<file path="config.mk">
export PLATFORM = sky130hd
export DESIGN_NAME = sgc_gpio
export DESIGN_NICKNAME = d
export VERILOG_FILES = /design/src/design/sgc_pkg.sv /design/src/design/sgc_pin_cell.sv /design/src/design/sgc_gpio.sv
export SDC_FILE = /design/constraint.sdc
export NUM_CORES = 1
export LEC_CHECK = 0
export ABC_AREA = 1
export ABC_CLOCK_PERIOD_IN_PS = 1300
export BUFFER_PORTS_ARGS = -buffer_cell sky130_fd_sc_hd__buf_4
export CORE_MARGIN = 1.5
export CORE_UTILIZATION = 47
export CTS_CLUSTER_SIZE = 20
export DETAILED_ROUTE_END_ITERATION = 10
export HOLD_SLACK_MARGIN = 0.1
export PLACE_DENSITY_LB_ADDON = 0.05
export SETUP_SLACK_MARGIN = 0.15
export SYNTH_ARGS = -nofsm -noshare
export SYNTH_HDL_FRONTEND = slang
export SYNTH_SLANG_ARGS = --single-unit
</file>
<file path="constraint.sdc">
create_clock -name sys_clk_i -period 1.3 [get_ports sys_clk_i]
set_input_delay 0 -clock sys_clk_i [delete_from_list [all_inputs] [get_ports sys_clk_i]]
set_output_delay 0 -clock sys_clk_i [all_outputs]
set_load 0.01 [all_outputs]
</file>
<file path="src/design/sgc_pkg.sv">
// package: register map, field layout and carrier types for the switch pin control block
package sgc_pkg;

    // ------------------------------------------------------------
    // register map
    // ------------------------------------------------------------
    localparam int ADDR_W = 8;
    localparam int DATA_W = 32;
    localparam int NUM_PINS = 8;
    localparam int BITS_PER_PIN = 4;
    localparam logic [ADDR_W-1:0] PIN_IO_CONTROL_ADDR = 8'hB8;
    localparam logic [ADDR_W-1:0] PME_OWNER_ADDR = 8'hBC;

    // ------------------------------------------------------------
    // field positions inside one pin nibble
    // ------------------------------------------------------------
    localparam int FLD_INPUT = 0;
    localparam int FLD_DIR = 1;
    localparam int FLD_OUT = 2;
    localparam int FLD_RSVD = 3;

    // ------------------------------------------------------------
    // reset values
    // ------------------------------------------------------------
    localparam logic [NUM_PINS-1:0] INPUT_RESET = 8'hFF;
    localparam logic [NUM_PINS-1:0] DIR_RESET = 8'h00;
    localparam logic [NUM_PINS-1:0] OUT_RESET = 8'h00;
    localparam logic [1:0] PME_EN_RESET = 2'h0;
    localparam logic [DATA_W-1:0] RDATA_RESET = 32'h00000000;

    // pins taken over by the power event capability of downstream ports 1 and 2
    localparam int PME_PIN_DSP1 = 0;
    localparam int PME_PIN_DSP2 = 1;

    // ------------------------------------------------------------
    // carriers
    // ------------------------------------------------------------
    typedef struct packed {
        logic [ADDR_W-1:0] addr;
        logic [DATA_W-1:0] wdata;
        logic wr;
        logic rd;
    } sgc_req_type;

    typedef struct packed {
        logic [NUM_PINS-1:0] dout;
        logic [NUM_PINS-1:0] oe;
    } sgc_pin_drive_type;

endpackage : sgc_pkg

</file>
<file path="src/design/sgc_pin_cell.sv">
// one pin: input sampling and output ownership between software and power event logic
`timescale 1ns/1ps
module sgc_pin_cell #(
    parameter logic LEVEL_RESET = 1'b1,
    parameter logic DRIVE_RESET = 1'b0,
    parameter logic OE_RESET = 1'b0
) (
    // clock and reset
    input wire logic sys_clk_i,
    input wire logic rst_b_i,
    input wire logic clk_en_i,
    // pin side
    input wire logic pin_in_i,
    // control
    input wire logic dir_i,
    input wire logic out_val_i,
    input wire logic pme_own_i,
    input wire logic pme_drive_i,
    input wire logic pme_oe_i,
    // results
    output logic level_o,
    output logic drive_o,
    output logic oe_o
);
    typedef struct packed {
        logic level;
        logic drive;
        logic oe;
    } sgc_cell_state_type;

    sgc_cell_state_type state;
    sgc_cell_state_type next_state;

    always_comb begin
        next_state = state;
        next_state.level = pin_in_i;
        if (pme_own_i) begin
            next_state.drive = pme_drive_i;
            next_state.oe = pme_oe_i;
        end else begin
            next_state.drive = out_val_i;
            next_state.oe = dir_i;
        end
    end

    always_ff @(posedge sys_clk_i) begin
        if (!rst_b_i) begin
            state.level <= LEVEL_RESET;
            state.drive <= DRIVE_RESET;
            state.oe <= OE_RESET;
        end else if (clk_en_i) begin
            state <= next_state;
        end
    end

    assign level_o = state.level;
    assign drive_o = state.drive;
    assign oe_o = state.oe;
endmodule : sgc_pin_cell

</file>
<file path="src/design/sgc_gpio.sv">
// top: eight-pin control register of the upstream port and its pin drivers
//
// Added by the designer: strobed register access.
`timescale 1ns/1ps
module sgc_gpio #(
    parameter int NUM_PINS = sgc_pkg::NUM_PINS
) (
    // clock, reset, enable
    input wire logic sys_clk_i,
    input wire logic rst_b_i,
    input wire logic clk_en_i,
    // port identity: high in the upstream port
    input wire logic upstream_port_i,
    // register port
    input wire logic [sgc_pkg::ADDR_W-1:0] reg_addr_i,
    input wire logic [sgc_pkg::DATA_W-1:0] reg_wdata_i,
    input wire logic reg_wr_i,
    input wire logic reg_rd_i,
    output logic [sgc_pkg::DATA_W-1:0] reg_rdata_o,
    // power event capability of downstream ports 1 and 2
    input wire logic [1:0] vendor_power_event_capability_en_i,
    input wire logic [1:0] pme_drive_i,
    input wire logic [1:0] pme_oe_i,
    // pins
    input wire logic [NUM_PINS-1:0] pin_in_i,
    output logic [NUM_PINS-1:0] pin_out_o,
    output logic [NUM_PINS-1:0] pin_oe_o
);
    // ------------------------------------------------------------
    // checks
    // ------------------------------------------------------------
    if (NUM_PINS != sgc_pkg::NUM_PINS) begin : g_bad_pins
        $error("pin count must match the 32-bit register layout");
    end
    // each pin needs a whole nibble of the register word
    if (NUM_PINS * sgc_pkg::BITS_PER_PIN > sgc_pkg::DATA_W) begin : g_bad_width
        $error("register word too narrow for the pin fields");
    end
    if (sgc_pkg::FLD_RSVD >= sgc_pkg::BITS_PER_PIN) begin : g_bad_field
        $error("field position outside the pin nibble");
    end
    // the power event capability may only take over pins that exist
    if (sgc_pkg::PME_PIN_DSP1 >= NUM_PINS
        || sgc_pkg::PME_PIN_DSP2 >= NUM_PINS) begin : g_bad_pme
        $error("power event pins lie outside the port");
    end
    if (sgc_pkg::PIN_IO_CONTROL_ADDR == sgc_pkg::PME_OWNER_ADDR) begin : g_bad_map
        $error("control and owner registers share one offset");
    end

    // ------------------------------------------------------------
    // state
    // ------------------------------------------------------------
    typedef struct packed {
        logic [NUM_PINS-1:0] dir;
        logic [NUM_PINS-1:0] out_val;
        logic [sgc_pkg::DATA_W-1:0] rdata;
    } sgc_top_state_type;

    // reset image of the whole register state
    localparam sgc_top_state_type STATE_RESET = '{
        dir: sgc_pkg::DIR_RESET,
        out_val: sgc_pkg::OUT_RESET,
        rdata: sgc_pkg::RDATA_RESET
    };

    sgc_top_state_type state;
    sgc_top_state_type next_state;
    sgc_pkg::sgc_req_type req;
    sgc_pkg::sgc_pin_drive_type pins;
    logic [NUM_PINS-1:0] level;
    logic [NUM_PINS-1:0] pme_own;
    logic [NUM_PINS-1:0] pme_d;
    logic [NUM_PINS-1:0] pme_e;
    logic hit_ctl;
    logic hit_pme;

    // ------------------------------------------------------------
    // address decode
    // ------------------------------------------------------------
    always_comb begin
        req.addr = reg_addr_i;
        req.wdata = reg_wdata_i;
        req.wr = reg_wr_i;
        req.rd = reg_rd_i;
    end
    // downstream ports leave this offset unmapped
    assign hit_ctl = upstream_port_i && (req.addr == sgc_pkg::PIN_IO_CONTROL_ADDR);
    // owner status sits at the spare offset above; it only reports, writes are dropped
    assign hit_pme = upstream_port_i && (req.addr == sgc_pkg::PME_OWNER_ADDR);

    // ------------------------------------------------------------
    // power event ownership
    // ------------------------------------------------------------
    // only two pins can be taken over; all others always follow software
    for (genvar n = 0; n < NUM_PINS; n++) begin : g_owner
        if (n == sgc_pkg::PME_PIN_DSP1) begin : g_dsp1
            assign pme_own[n] = vendor_power_event_capability_en_i[0];
            assign pme_d[n] = pme_drive_i[0];
            assign pme_e[n] = pme_oe_i[0];
        end else if (n == sgc_pkg::PME_PIN_DSP2) begin : g_dsp2
            assign pme_own[n] = vendor_power_event_capability_en_i[1];
            assign pme_d[n] = pme_drive_i[1];
            assign pme_e[n] = pme_oe_i[1];
        end else begin : g_plain
            assign pme_own[n] = 1'b0;
            assign pme_d[n] = 1'b0;
            assign pme_e[n] = 1'b0;
        end
    end

    // ------------------------------------------------------------
    // pin cells
    // ------------------------------------------------------------
    // one cell per pin keeps sample and drive in flops, so every pin output is registered
    for (genvar n = 0; n < NUM_PINS; n++) begin : g_pin
        sgc_pin_cell #(
            .LEVEL_RESET(sgc_pkg::INPUT_RESET[n]),
            .DRIVE_RESET(sgc_pkg::OUT_RESET[n]),
            .OE_RESET(sgc_pkg::DIR_RESET[n])
        ) u_cell (
            .sys_clk_i(sys_clk_i),
            .rst_b_i(rst_b_i),
            .clk_en_i(clk_en_i),
            .pin_in_i(pin_in_i[n]),
            .dir_i(state.dir[n]),
            .out_val_i(state.out_val[n]),
            .pme_own_i(pme_own[n]),
            .pme_drive_i(pme_d[n]),
            .pme_oe_i(pme_e[n]),
            .level_o(level[n]),
            .drive_o(pins.dout[n]),
            .oe_o(pins.oe[n])
        );
    end

    // ------------------------------------------------------------
    // register access
    // ------------------------------------------------------------
    logic wr_ctl;
    logic rd_ctl;
    logic rd_own;
    logic [NUM_PINS-1:0] dir_wr;
    logic [NUM_PINS-1:0] out_wr;
    logic [sgc_pkg::DATA_W-1:0] ctl_word;
    logic [sgc_pkg::DATA_W-1:0] own_word;

    assign wr_ctl = req.wr && hit_ctl;
    assign rd_ctl = req.rd && hit_ctl;
    assign rd_own = req.rd && hit_pme;

    // only direction and output value are taken; input and reserved bits fall away
    for (genvar n = 0; n < NUM_PINS; n++) begin : g_wr_field
        assign dir_wr[n] = req.wdata[sgc_pkg::BITS_PER_PIN*n + sgc_pkg::FLD_DIR];
        assign out_wr[n] = req.wdata[sgc_pkg::BITS_PER_PIN*n + sgc_pkg::FLD_OUT];
    end

    // control word as software sees it
    always_comb begin
        ctl_word = sgc_pkg::RDATA_RESET;
        for (int n = 0; n < NUM_PINS; n++) begin
            ctl_word[sgc_pkg::BITS_PER_PIN*n + sgc_pkg::FLD_INPUT] = level[n];
            ctl_word[sgc_pkg::BITS_PER_PIN*n + sgc_pkg::FLD_DIR] = state.dir[n];
            ctl_word[sgc_pkg::BITS_PER_PIN*n + sgc_pkg::FLD_OUT] = state.out_val[n];
            ctl_word[sgc_pkg::BITS_PER_PIN*n + sgc_pkg::FLD_RSVD] = 1'b0;
        end
    end

    // read-only view of which pins the power event logic owns
    always_comb begin
        own_word = sgc_pkg::RDATA_RESET;
        own_word[sgc_pkg::PME_PIN_DSP1] = vendor_power_event_capability_en_i[0];
        own_word[sgc_pkg::PME_PIN_DSP2] = vendor_power_event_capability_en_i[1];
    end

    // ------------------------------------------------------------
    // next state
    // ------------------------------------------------------------
    // read data stand for one enabled cycle and then fall back to zero
    always_comb begin
        next_state = state;
        next_state.rdata = sgc_pkg::RDATA_RESET;
        if (wr_ctl) begin
            next_state.dir = dir_wr;
            next_state.out_val = out_wr;
        end
        // any other offset, or a downstream port, reads back zero
        if (rd_ctl) begin
            next_state.rdata = ctl_word;
        end else if (rd_own) begin
            next_state.rdata = own_word;
        end
    end

    // ------------------------------------------------------------
    // state register
    // ------------------------------------------------------------
    // reset wins over the enable, so a frozen block can still be reset
    // a low enable freezes every flop, read data included
    always_ff @(posedge sys_clk_i) begin
        if (!rst_b_i) begin
            state <= STATE_RESET;
        end else if (clk_en_i) begin
            state <= next_state;
        end
    end

    // ------------------------------------------------------------
    // outputs
    // ------------------------------------------------------------
    assign reg_rdata_o = state.rdata;
    assign pin_out_o = pins.dout;
    assign pin_oe_o = pins.oe;
endmodule : sgc_gpio

</file>
==> flow_summary.json, run 1 <==
{
  "cp.required_ps": 1560,
  "cts_buffer_depth": 2,
  "cts.htree.levels": 3,
  "post-place-cells": 449,
  "r2r-end": "reg_rdata_o[10]",
  "worstHoldPathType": "input port to flop",
  "p_leak_nw": 1.69,
  "ys_ff_latch": 64,
  "crit_type": "input port to flop",
  "timing.rr.start": "ctl_word[10]",
  "first_pass_iters": 4,
  "die_y_microns": 77.2,
  "power-per-cell-area_nw_per_um2": 1150,
  "dr.first_iter.drc_count": 63,
  "setup_viol": 0,
  "cp_data_arrival_time_ps": 1290,
  "vias_per_cell": 4.67,
  "route.final.wire_length_microns": 6210,
  "clkTransAtPathRegs_ps": 70,
  "grt_max_degree": 36,
  "whs_ps": 124,
  "cts_setup_buffers": 0,
  "syn_inst": 325,
  "core_sq_um": 5200,
  "antenna_found_initial": 0,
  "fin_tns_setup_ps": 0,
  "fin_nets": 484,
  "via_count": 2330,
  "end_kind": "flop",
  "cp_max_fo": 35,
  "clk_latency_ps": 340,
  "vdd_ir_drop_max_mv": 0.647,
  "grt-ovfl-total": 0,
  "startpoint_type": "input port",
  "rows": 26,
  "drc": 0,
  "fin_crit_sh_pct": 79.3,
  "fin_crit_ps": 1030,
  "die_x_microns": 77.2,
  "fin_skew_ps": 8.24,
  "rrSetupSlack_ps": 470,
  "n_fill_cell": 441,
  "io_pins": 108,
  "areaGrowthSynthToFinish_pct": 40.6,
  "drive_gt1_share_pct": 28.4,
  "reg2reg_depth": 2,
  "grt_pass1_vias": 2149,
  "die_area_sq_um": 5960,
  "cts_root_buf": "clkbuf_8",
  "layout_commonest_cell": "buf_4",
  "grt_pass1_wl_microns": 10300,
  "hold_viol": 0,
  "gp_congestion": 0.781,
  "yosysUniqueCellTypes": 22,
  "stdcell_count": 499,
  "post_drt_wl_per_cell_microns": 12.4,
  "crit_end": "reg_rdata_o[16]",
  "cts_tree": "done",
  "syn_area_per_cell_sq_um": 7.97,
  "numCtsBuffers": 9,
  "grt_usage_pct": 22.3,
  "synth-seq-area-share_pct": 49.5,
  "antenna_cells": 0,
  "slew_violations": 0,
  "yosys_warnings": 0,
  "crit_start": "rst_b_i",
  "synth_area_sq_um": 2590,
  "status": "completed",
  "mostFrequentLayoutCells": "90 x buf_4, 64 x dfxtp_1, 55 x nand2_1, 51 x nor2_1, 34 x dlygate4sd3_1",
  "rsz0062_at_grt": "no",
  "io_buffers": 83,
  "ant_nets": 0,
  "cts_num_sinks": 64,
  "place_hpwl_microns": 3920,
  "max_freq_mhz": 971,
  "initial_core_util_pct": 49.7,
  "maxCapViolCount": 0
}
[Yosys cell counts (all sizes together)]
master  instances  area (sq um)
inv            13          48.8
nand2          56           210
o21ai          30           150
nand3b          2          27.5
o211ai          4          30.0
nand3          12          60.1
dfxtp          64          1280
clkbuf         12          45.0
buf            31           235
a21oi          24           120
nor2           65           308
nand4          11          68.8
conb            1          3.75
[critical path, cell delays in order]
cell	delay, ps
dlygate4sd3_1	530
buf_4	300
inv_1	270
a21oi_1	190
[area by class of cell]
cell class	count	area (sq um)	share of cell area, %
flip-flops and latches	64	1280	35.2
well taps	70	87.6	2.41
clock buffers	13	159	4.37
repair buffers	124	1020	27.9
inverters	13	48.8	1.34
clock inverters	3	40.0	1.10
multi-input cells	212	1010	27.7
[registers in the layout, indices dropped and copies added, names as in the netlist]
register and flops:
ctl_word 16, g_pin.u_cell.drive_o 8, g_pin.u_cell.level_o 8, g_pin.u_cell.oe_o 8
reg_rdata_o 24
[how the worst min path moves through the flow]
| stage | from | endpoint | slack [ps] | cells past startpoint |
|---|---|---|---|---|
| 2_1_floorplan | pin_in_i[0] | g_pin[0].u_cell.level_o | 130 | 2 |
| 3_3_place_gp | pin_in_i[2] | g_pin[2].u_cell.level_o | 220 | 3 |
| 3_5_place_dp | pin_in_i[2] | g_pin[2].u_cell.level_o | 220 | 3 |
| 4_1_cts | reg_addr_i[2] | reg_rdata_o[0] | 100 | 5 |
| 5_1_grt | reg_addr_i[2] | reg_rdata_o[0] | 140 | 5 |
| 6_report | reg_addr_i[2] | reg_rdata_o[1] | 120 | 5 |
[metal layers]
metal | share of wire, % | track usage, %
met5 | 0 | 0
met4 | 1.3 | 9.64
met3 | 5.2 | 6.43
met2 | 45 | 31.8
met1 | 49 | 31.2
[metrics by stage]
step	total power, W	area (sq um)	setup slack, ps	utilization [%]
2_1_floorplan	0.00229	2620	382	-
4_1_cts	0.00422	3640	262	69.9
5_1_grt	0.00436	3640	191	69.9
6_report	0.00419	3640	270	69.9
3_3_place_gp	0.00243	3100	162	59.5
3_5_place_dp	0.00243	3100	109	59.5
[what timing repair did]
| action | 4_1_cts | 5_1_grt |
|---|---|---|
| hold endpoints to repair | 44 | 0 |
| resized for setup | 0 | 1 |
| hold buffers | 34 | 0 |
| endpoints found under the setup margin | 0 | 1 |
[logic make-up after synthesis]
group | Yosys count | synth area share [%]
flip-flops | 64 | 49.5
AND/OR/NAND/NOR | 146 | 26.1
other | 1 | 0.145
buffers and inverters | 56 | 12.7
AO/OA/AOI/OAI | 58 | 11.6
[power breakdown]
part	total, W	internal, W	switching, W
registers	0.00203	0.00201	0.0000243
clock network	0.00171	0.000986	0.000726
logic	0.000443	0.000236	0.000208
No activity file was read; power rests on OpenSTA's default activity.
==> run 2: changes to the inputs <==
--- a/config.mk
+++ b/config.mk
@@ -6,7 +6,7 @@
 export NUM_CORES = 1
 export LEC_CHECK = 0
 export ABC_AREA = 1
-export ABC_CLOCK_PERIOD_IN_PS = 1300
+export ABC_CLOCK_PERIOD_IN_PS = 1000
 export BUFFER_PORTS_ARGS = -buffer_cell sky130_fd_sc_hd__buf_4
 export CORE_MARGIN = 1.5
 export CORE_UTILIZATION = 47
==> constraint.sdc (replaced) <==
create_clock -name sys_clk_i -period 1 [get_ports sys_clk_i]
set_input_delay 0 -clock sys_clk_i [delete_from_list [all_inputs] [get_ports sys_clk_i]]
set_output_delay 0 -clock sys_clk_i [all_outputs]
set_load 0.01 [all_outputs]
==> flow_summary.json, run 2 (synthesis results as in run 1) <==
{
  "place_hpwl_microns": 3920,
  "cpMaxStageDelayCell": "dlygate4sd3_1",
  "grt_max_degree": 30,
  "crit_type": "input port to flop",
  "power.total_w": 0.00551,
  "regArea_sq_um": 1290,
  "numCtsBuffers": 9,
  "end_kind": "flop",
  "n_fill_cell": 433,
  "met1Wirelength_microns": 2790,
  "fin_crit_ps": 850,
  "io_buffers": 83,
  "dr.first_iter.drc_count": 84,
  "drc": 0,
  "first_pass_iters": 4,
  "grt_usage_pct": 21.8,
  "timing.rr.start": "ctl_word[10]",
  "place_area_sq_um": 3210,
  "max_freq_mhz": 1180,
  "via_count": 2381,
  "layout_commonest_cell": "buf_4",
  "p_leak_nw": 1.73,
  "maxCapViolCount": 0,
  "cts_root_buf": "clkbuf_8",
  "areaGrowthSynthToFinish_pct": 44.8,
  "dr_wl_met3_microns": 356,
  "post_drt_wl_per_cell_microns": 12.3,
  "die_area_sq_um": 5960,
  "rows": 26,
  "cp_data_arrival_time_ps": 1080,
  "gp_congestion": 0.763,
  "postLayoutCellArea_sq_um": 3750,
  "antenna_found_initial": 0,
  "die_x_microns": 77.2,
  "antenna_cells": 0,
  "fin_tns_setup_ps": 0,
  "routed.top_layer": "met4",
  "fin_crit_sh_pct": 85.0,
  "multi_input_area_sq_um": 1040,
  "mostFrequentLayoutCells": "92 x buf_4, 57 x dfxtp_1, 51 x nor2_1, 51 x nand2_1, 32 x dlygate4sd3_1",
  "crit_start": "clk_en_i",
  "core_sq_um": 5200,
  "wl_met2_microns": 2950,
  "grt_pass1_vias": 2285,
  "crit_end": "g_pin[0].u_cell.oe_o",
  "clkTransAtPathRegs_ps": 70,
  "die_y_microns": 77.2,
  "grt-ovfl-total": 0,
  "whs_ps": 15.2,
  "cts.htree.levels": 3,
  "hold_viol": 0,
  "worstHoldPathType": "input port to flop",
  "largest_reg_flops": 24,
  "cts_setup_buffers": 0,
  "slowest_delay_ps": 660,
  "reg2reg_depth": 2,
  "cts_num_sinks": 64,
  "cts_buffer_depth": 2,
  "cp.required_ps": 1230,
  "crit_path_cell_trace": "buf_4 > dlygate4sd3_1 > o211ai_1 > inv_1",
  "status": "completed",
  "io_pins": 108,
  "r2r-end": "reg_rdata_o[10]",
  "route.final.wire_length_microns": 6150,
  "rsz0062_at_grt": "no",
  "setup_viol": 0,
  "slew_violations": 0,
  "power-per-cell-area_nw_per_um2": 1470,
  "initial_core_util_pct": 49.7,
  "startpoint_type": "input port",
  "vias_per_cell": 4.75,
  "drive_gt1_share_pct": 32.9,
  "vdd_ir_drop_max_mv": 0.918,
  "fin_nets": 486,
  "rrSetupSlack_ps": 220,
  "cts_tree": "done",
  "clk_latency_ps": 340,
  "fin_skew_ps": 10.1,
  "ant_nets": 0,
  "grt_pass1_wl_microns": 10200,
  "cp_max_fo": 10
}
[run 2: cell count changes in the layout (fill, tap and decap cells not counted), sizes merged]
cell,before,now
dlygate4sd3,34,32
clkbuf,13,11
clkinvlp,0,2
buf,90,94
[run 2: worst min-delay path by stage]
stage                   start                       to  slack, ps  depth (start not counted)
3_5_place_dp   reg_wdata_i[2]              ctl_word[2]        210                          3
5_1_grt               rst_b_i  g_pin[1].u_cell.level_o         10                          2
3_3_place_gp   reg_wdata_i[2]              ctl_word[2]        210                          3
6_report              rst_b_i  g_pin[1].u_cell.level_o         20                          2
2_1_floorplan  reg_wdata_i[2]              ctl_word[2]        110                          2
4_1_cts               rst_b_i  g_pin[3].u_cell.level_o          5                          2
[run 2: worst max-delay path: cells and delay by family]
kind,cells,cell delay [ps]
AOI/OAI and AO/OA,1,200
buffers and inverters,3,880
[run 2: power by group]
group | internal, W | leakage [nW] | switching [W]
combinational | 0.000320 | 1.11 | 0.000287
sequential | 0.00261 | 0.524 | 0.0000316
clock | 0.00128 | 0.101 | 0.000979
total | 0.00421 | 1.73 | 0.00130
[run 2: final cells by class]
class / instances / share of cell area, %
clock inverter: 5 / 1.47
sequential: 64 / 34.4
timing repair buffer: 126 / 28.0
inverter: 13 / 2.04
tap: 70 / 2.34
multi-input combinational: 212 / 27.7
clock buffer: 11 / 4.04
[run 2: layer usage]
| layer | track usage (%) | vias up |
|---|---|---|
| met1 | 28.0 | 1069 |
| li1 | - | 1228 |
| met3 | 6.19 | 6 |
| met2 | 34.9 | 78 |
| met4 | 8.00 | 0 |
| met5 | 0 | - |
[run 2: stage by stage]
step	worst slack, ps	cells	utilization [%]
floorplan	117	332	-
CTS	174	499	71.5
finish	150	501	72.0
global route	151	501	72.0
detailed placement	-33.9	453	61.7
global placement	-6.18	453	61.7
[run 2: timing repair]
action / 4_1_cts / 5_1_grt
hold endpoints to repair: 43 / 24
endpoints found under the setup margin: 0 / 7
hold buffers: 30 / 2
resized for setup: 0 / 7
==> run 3: changes to the inputs <==
--- a/config.mk
+++ b/config.mk
@@ -6,7 +6,7 @@
 export NUM_CORES = 1
 export LEC_CHECK = 0
 export ABC_AREA = 1
-export ABC_CLOCK_PERIOD_IN_PS = 1000
+export ABC_CLOCK_PERIOD_IN_PS = 800
 export BUFFER_PORTS_ARGS = -buffer_cell sky130_fd_sc_hd__buf_4
 export CORE_MARGIN = 1.5
 export CORE_UTILIZATION = 47
==> constraint.sdc (replaced) <==
create_clock -name sys_clk_i -period 0.8 [get_ports sys_clk_i]
set_input_delay 0 -clock sys_clk_i [delete_from_list [all_inputs] [get_ports sys_clk_i]]
set_output_delay 0 -clock sys_clk_i [all_outputs]
set_load 0.01 [all_outputs]
==> flow_summary.json, run 3 (synthesis results as in run 1) <==
{
  "die_y_microns": 77.2,
  "grt_max_degree": 31,
  "grt_pass1_vias": 2454,
  "grt_pass1_wl_microns": 11400,
  "cp_top_family": "flip-flops",
  "vdd_ir_drop_max_mv": 1.05,
  "whs_ps": -12.8,
  "fin_crit_ps": 810,
  "core_sq_um": 5200,
  "multi_input_area_sq_um": 1300,
  "initial_core_util_pct": 49.7,
  "clk_latency_ps": 340,
  "die_area_sq_um": 5960,
  "hold_viol": 5,
  "drive_gt1_share_pct": 60.6,
  "cts_root_buf": "clkbuf_8",
  "route.final.wire_length_microns": 7670,
  "p_leak_nw": 1.94,
  "fin_tns_setup_ps": -10.3,
  "gp_congestion": 0.800,
  "dr.first_iter.drc_count": 151,
  "cts_hold_buf": 24,
  "cpMaxStageDelayCell": "dfxtp_2",
  "crit_path_cell_trace": "buf_6",
  "antenna_cells": 0,
  "power.total_w": 0.00686,
  "violations": "hold timing, setup timing",
  "rows": 26,
  "vias_per_cell": 5.00,
  "slowest_delay_ps": 360,
  "fin_nets": 502,
  "ant_nets": 0,
  "rsz0062_at_grt": "yes",
  "cts_num_sinks": 64,
  "stdcell_count": 517,
  "cp_data_arrival_time_ps": 810,
  "die_x_microns": 77.2,
  "post_drt_wl_per_cell_microns": 14.8,
  "grt_usage_pct": 24.5,
  "cts_tree": "done",
  "post-place-cells": 459,
  "clkTransAtPathRegs_ps": 70,
  "cp_max_fo": 2,
  "regArea_sq_um": 1350,
  "maxCapViolCount": 0,
  "fin_skew_ps": 4.41,
  "grt-ovfl-total": 0,
  "critPathBufInv": 1,
  "io_pins": 108,
  "end_kind": "output port",
  "status": "complete, but fails checks",
  "areaGrowthSynthToFinish_pct": 70.1,
  "worstHoldPathType": "input port to flop",
  "power-per-cell-area_nw_per_um2": 1560,
  "cp.required_ps": 800,
  "via_count": 2586,
  "n_fill_cell": 321,
  "io_buffers": 83,
  "startpoint_type": "flop",
  "setup_ws_ps": -10.3,
  "mostFrequentLayoutCells": "56 x buf_6, 56 x buf_4, 51 x dfxtp_2, 43 x nor2_1, 40 x nand2_1",
  "cts.htree.levels": 3,
  "cts_buffer_depth": 2,
  "numCtsBuffers": 9,
  "fin_crit_sh_pct": 101,
  "drc": 0,
  "crit_type": "flop to output port",
  "antenna_found_initial": 0,
  "slew_violations": 0,
  "setup_viol": 1,
  "place_hpwl_microns": 4140,
  "max_freq_mhz": 1230,
  "largest_reg_flops": 24,
  "first_pass_iters": 4
}
==> run 3: area by class of cell <==
type	count	share of cell area, %
repair buffers	141	31.4
flip-flops and latches	64	30.7
multi-input cells	213	29.6
clock buffers	12	3.75
well taps	70	1.99
inverters	13	1.96
clock inverters	4	0.625
==> run 3: routing by layer <==
layer  vias to the layer above  global-route usage (%)  wire [microns]
met5                         -                       0               0
met4                         0                    9.82             228
met3                        23                    6.19             386
met2                        99                    41.0            3910
met1                      1203                    29.9            3140
li1                       1261                       -               -
==> run 3: worst paths after layout <==
kind                           startpoint                 endpoint  slack [ps]  cells after the start
setup / recovery           reg_rdata_o[0]           reg_rdata_o[0]         -10                      1
hold / removal                    rst_b_i  g_pin[2].u_cell.level_o         -10                      2
setup reg to reg          reg_rdata_o[14]          reg_rdata_o[14]          10                      4
hold reg to reg   g_pin[4].u_cell.level_o  g_pin[4].u_cell.level_o         460                      2
==> run 3: worst reg2reg max path: stages, from the launching register on <==
cell and delay (ps):
dfxtp_2 330, buf_4 120, buf_4 120, nand2_2 60
a21oi_2 40
==> run 3: timing repair <==
item	in CTS	in global routing
gates resized for setup	132	50
buffers inserted	10	6
pin swaps	23	28
setup endpoints to repair	89	96
endpoints found under the hold margin	42	20
gates cloned	2	0
==> run 3: through the flow <==
stage	util [%]	hold WS, ps	setup slack, ps	area (sq um)
finish	84.6	-12.8	-10.3	4400
global route	84.6	-23.0	-30.5	4400
CTS	80.9	-32.6	10.1	4210
detailed placement	63.8	221	-281	3320
global placement	63.8	215	-255	3320
floorplan	-	110	-83.5	2770
==> run 3: power breakdown <==
| group | switching (W) | internal [W] |
|---|---|---|
| registers | 0.0000527 | 0.00326 |
| logic | 0.000434 | 0.000478 |
| clock network | 0.00126 | 0.00137 |
| total | 0.00174 | 0.00511 |
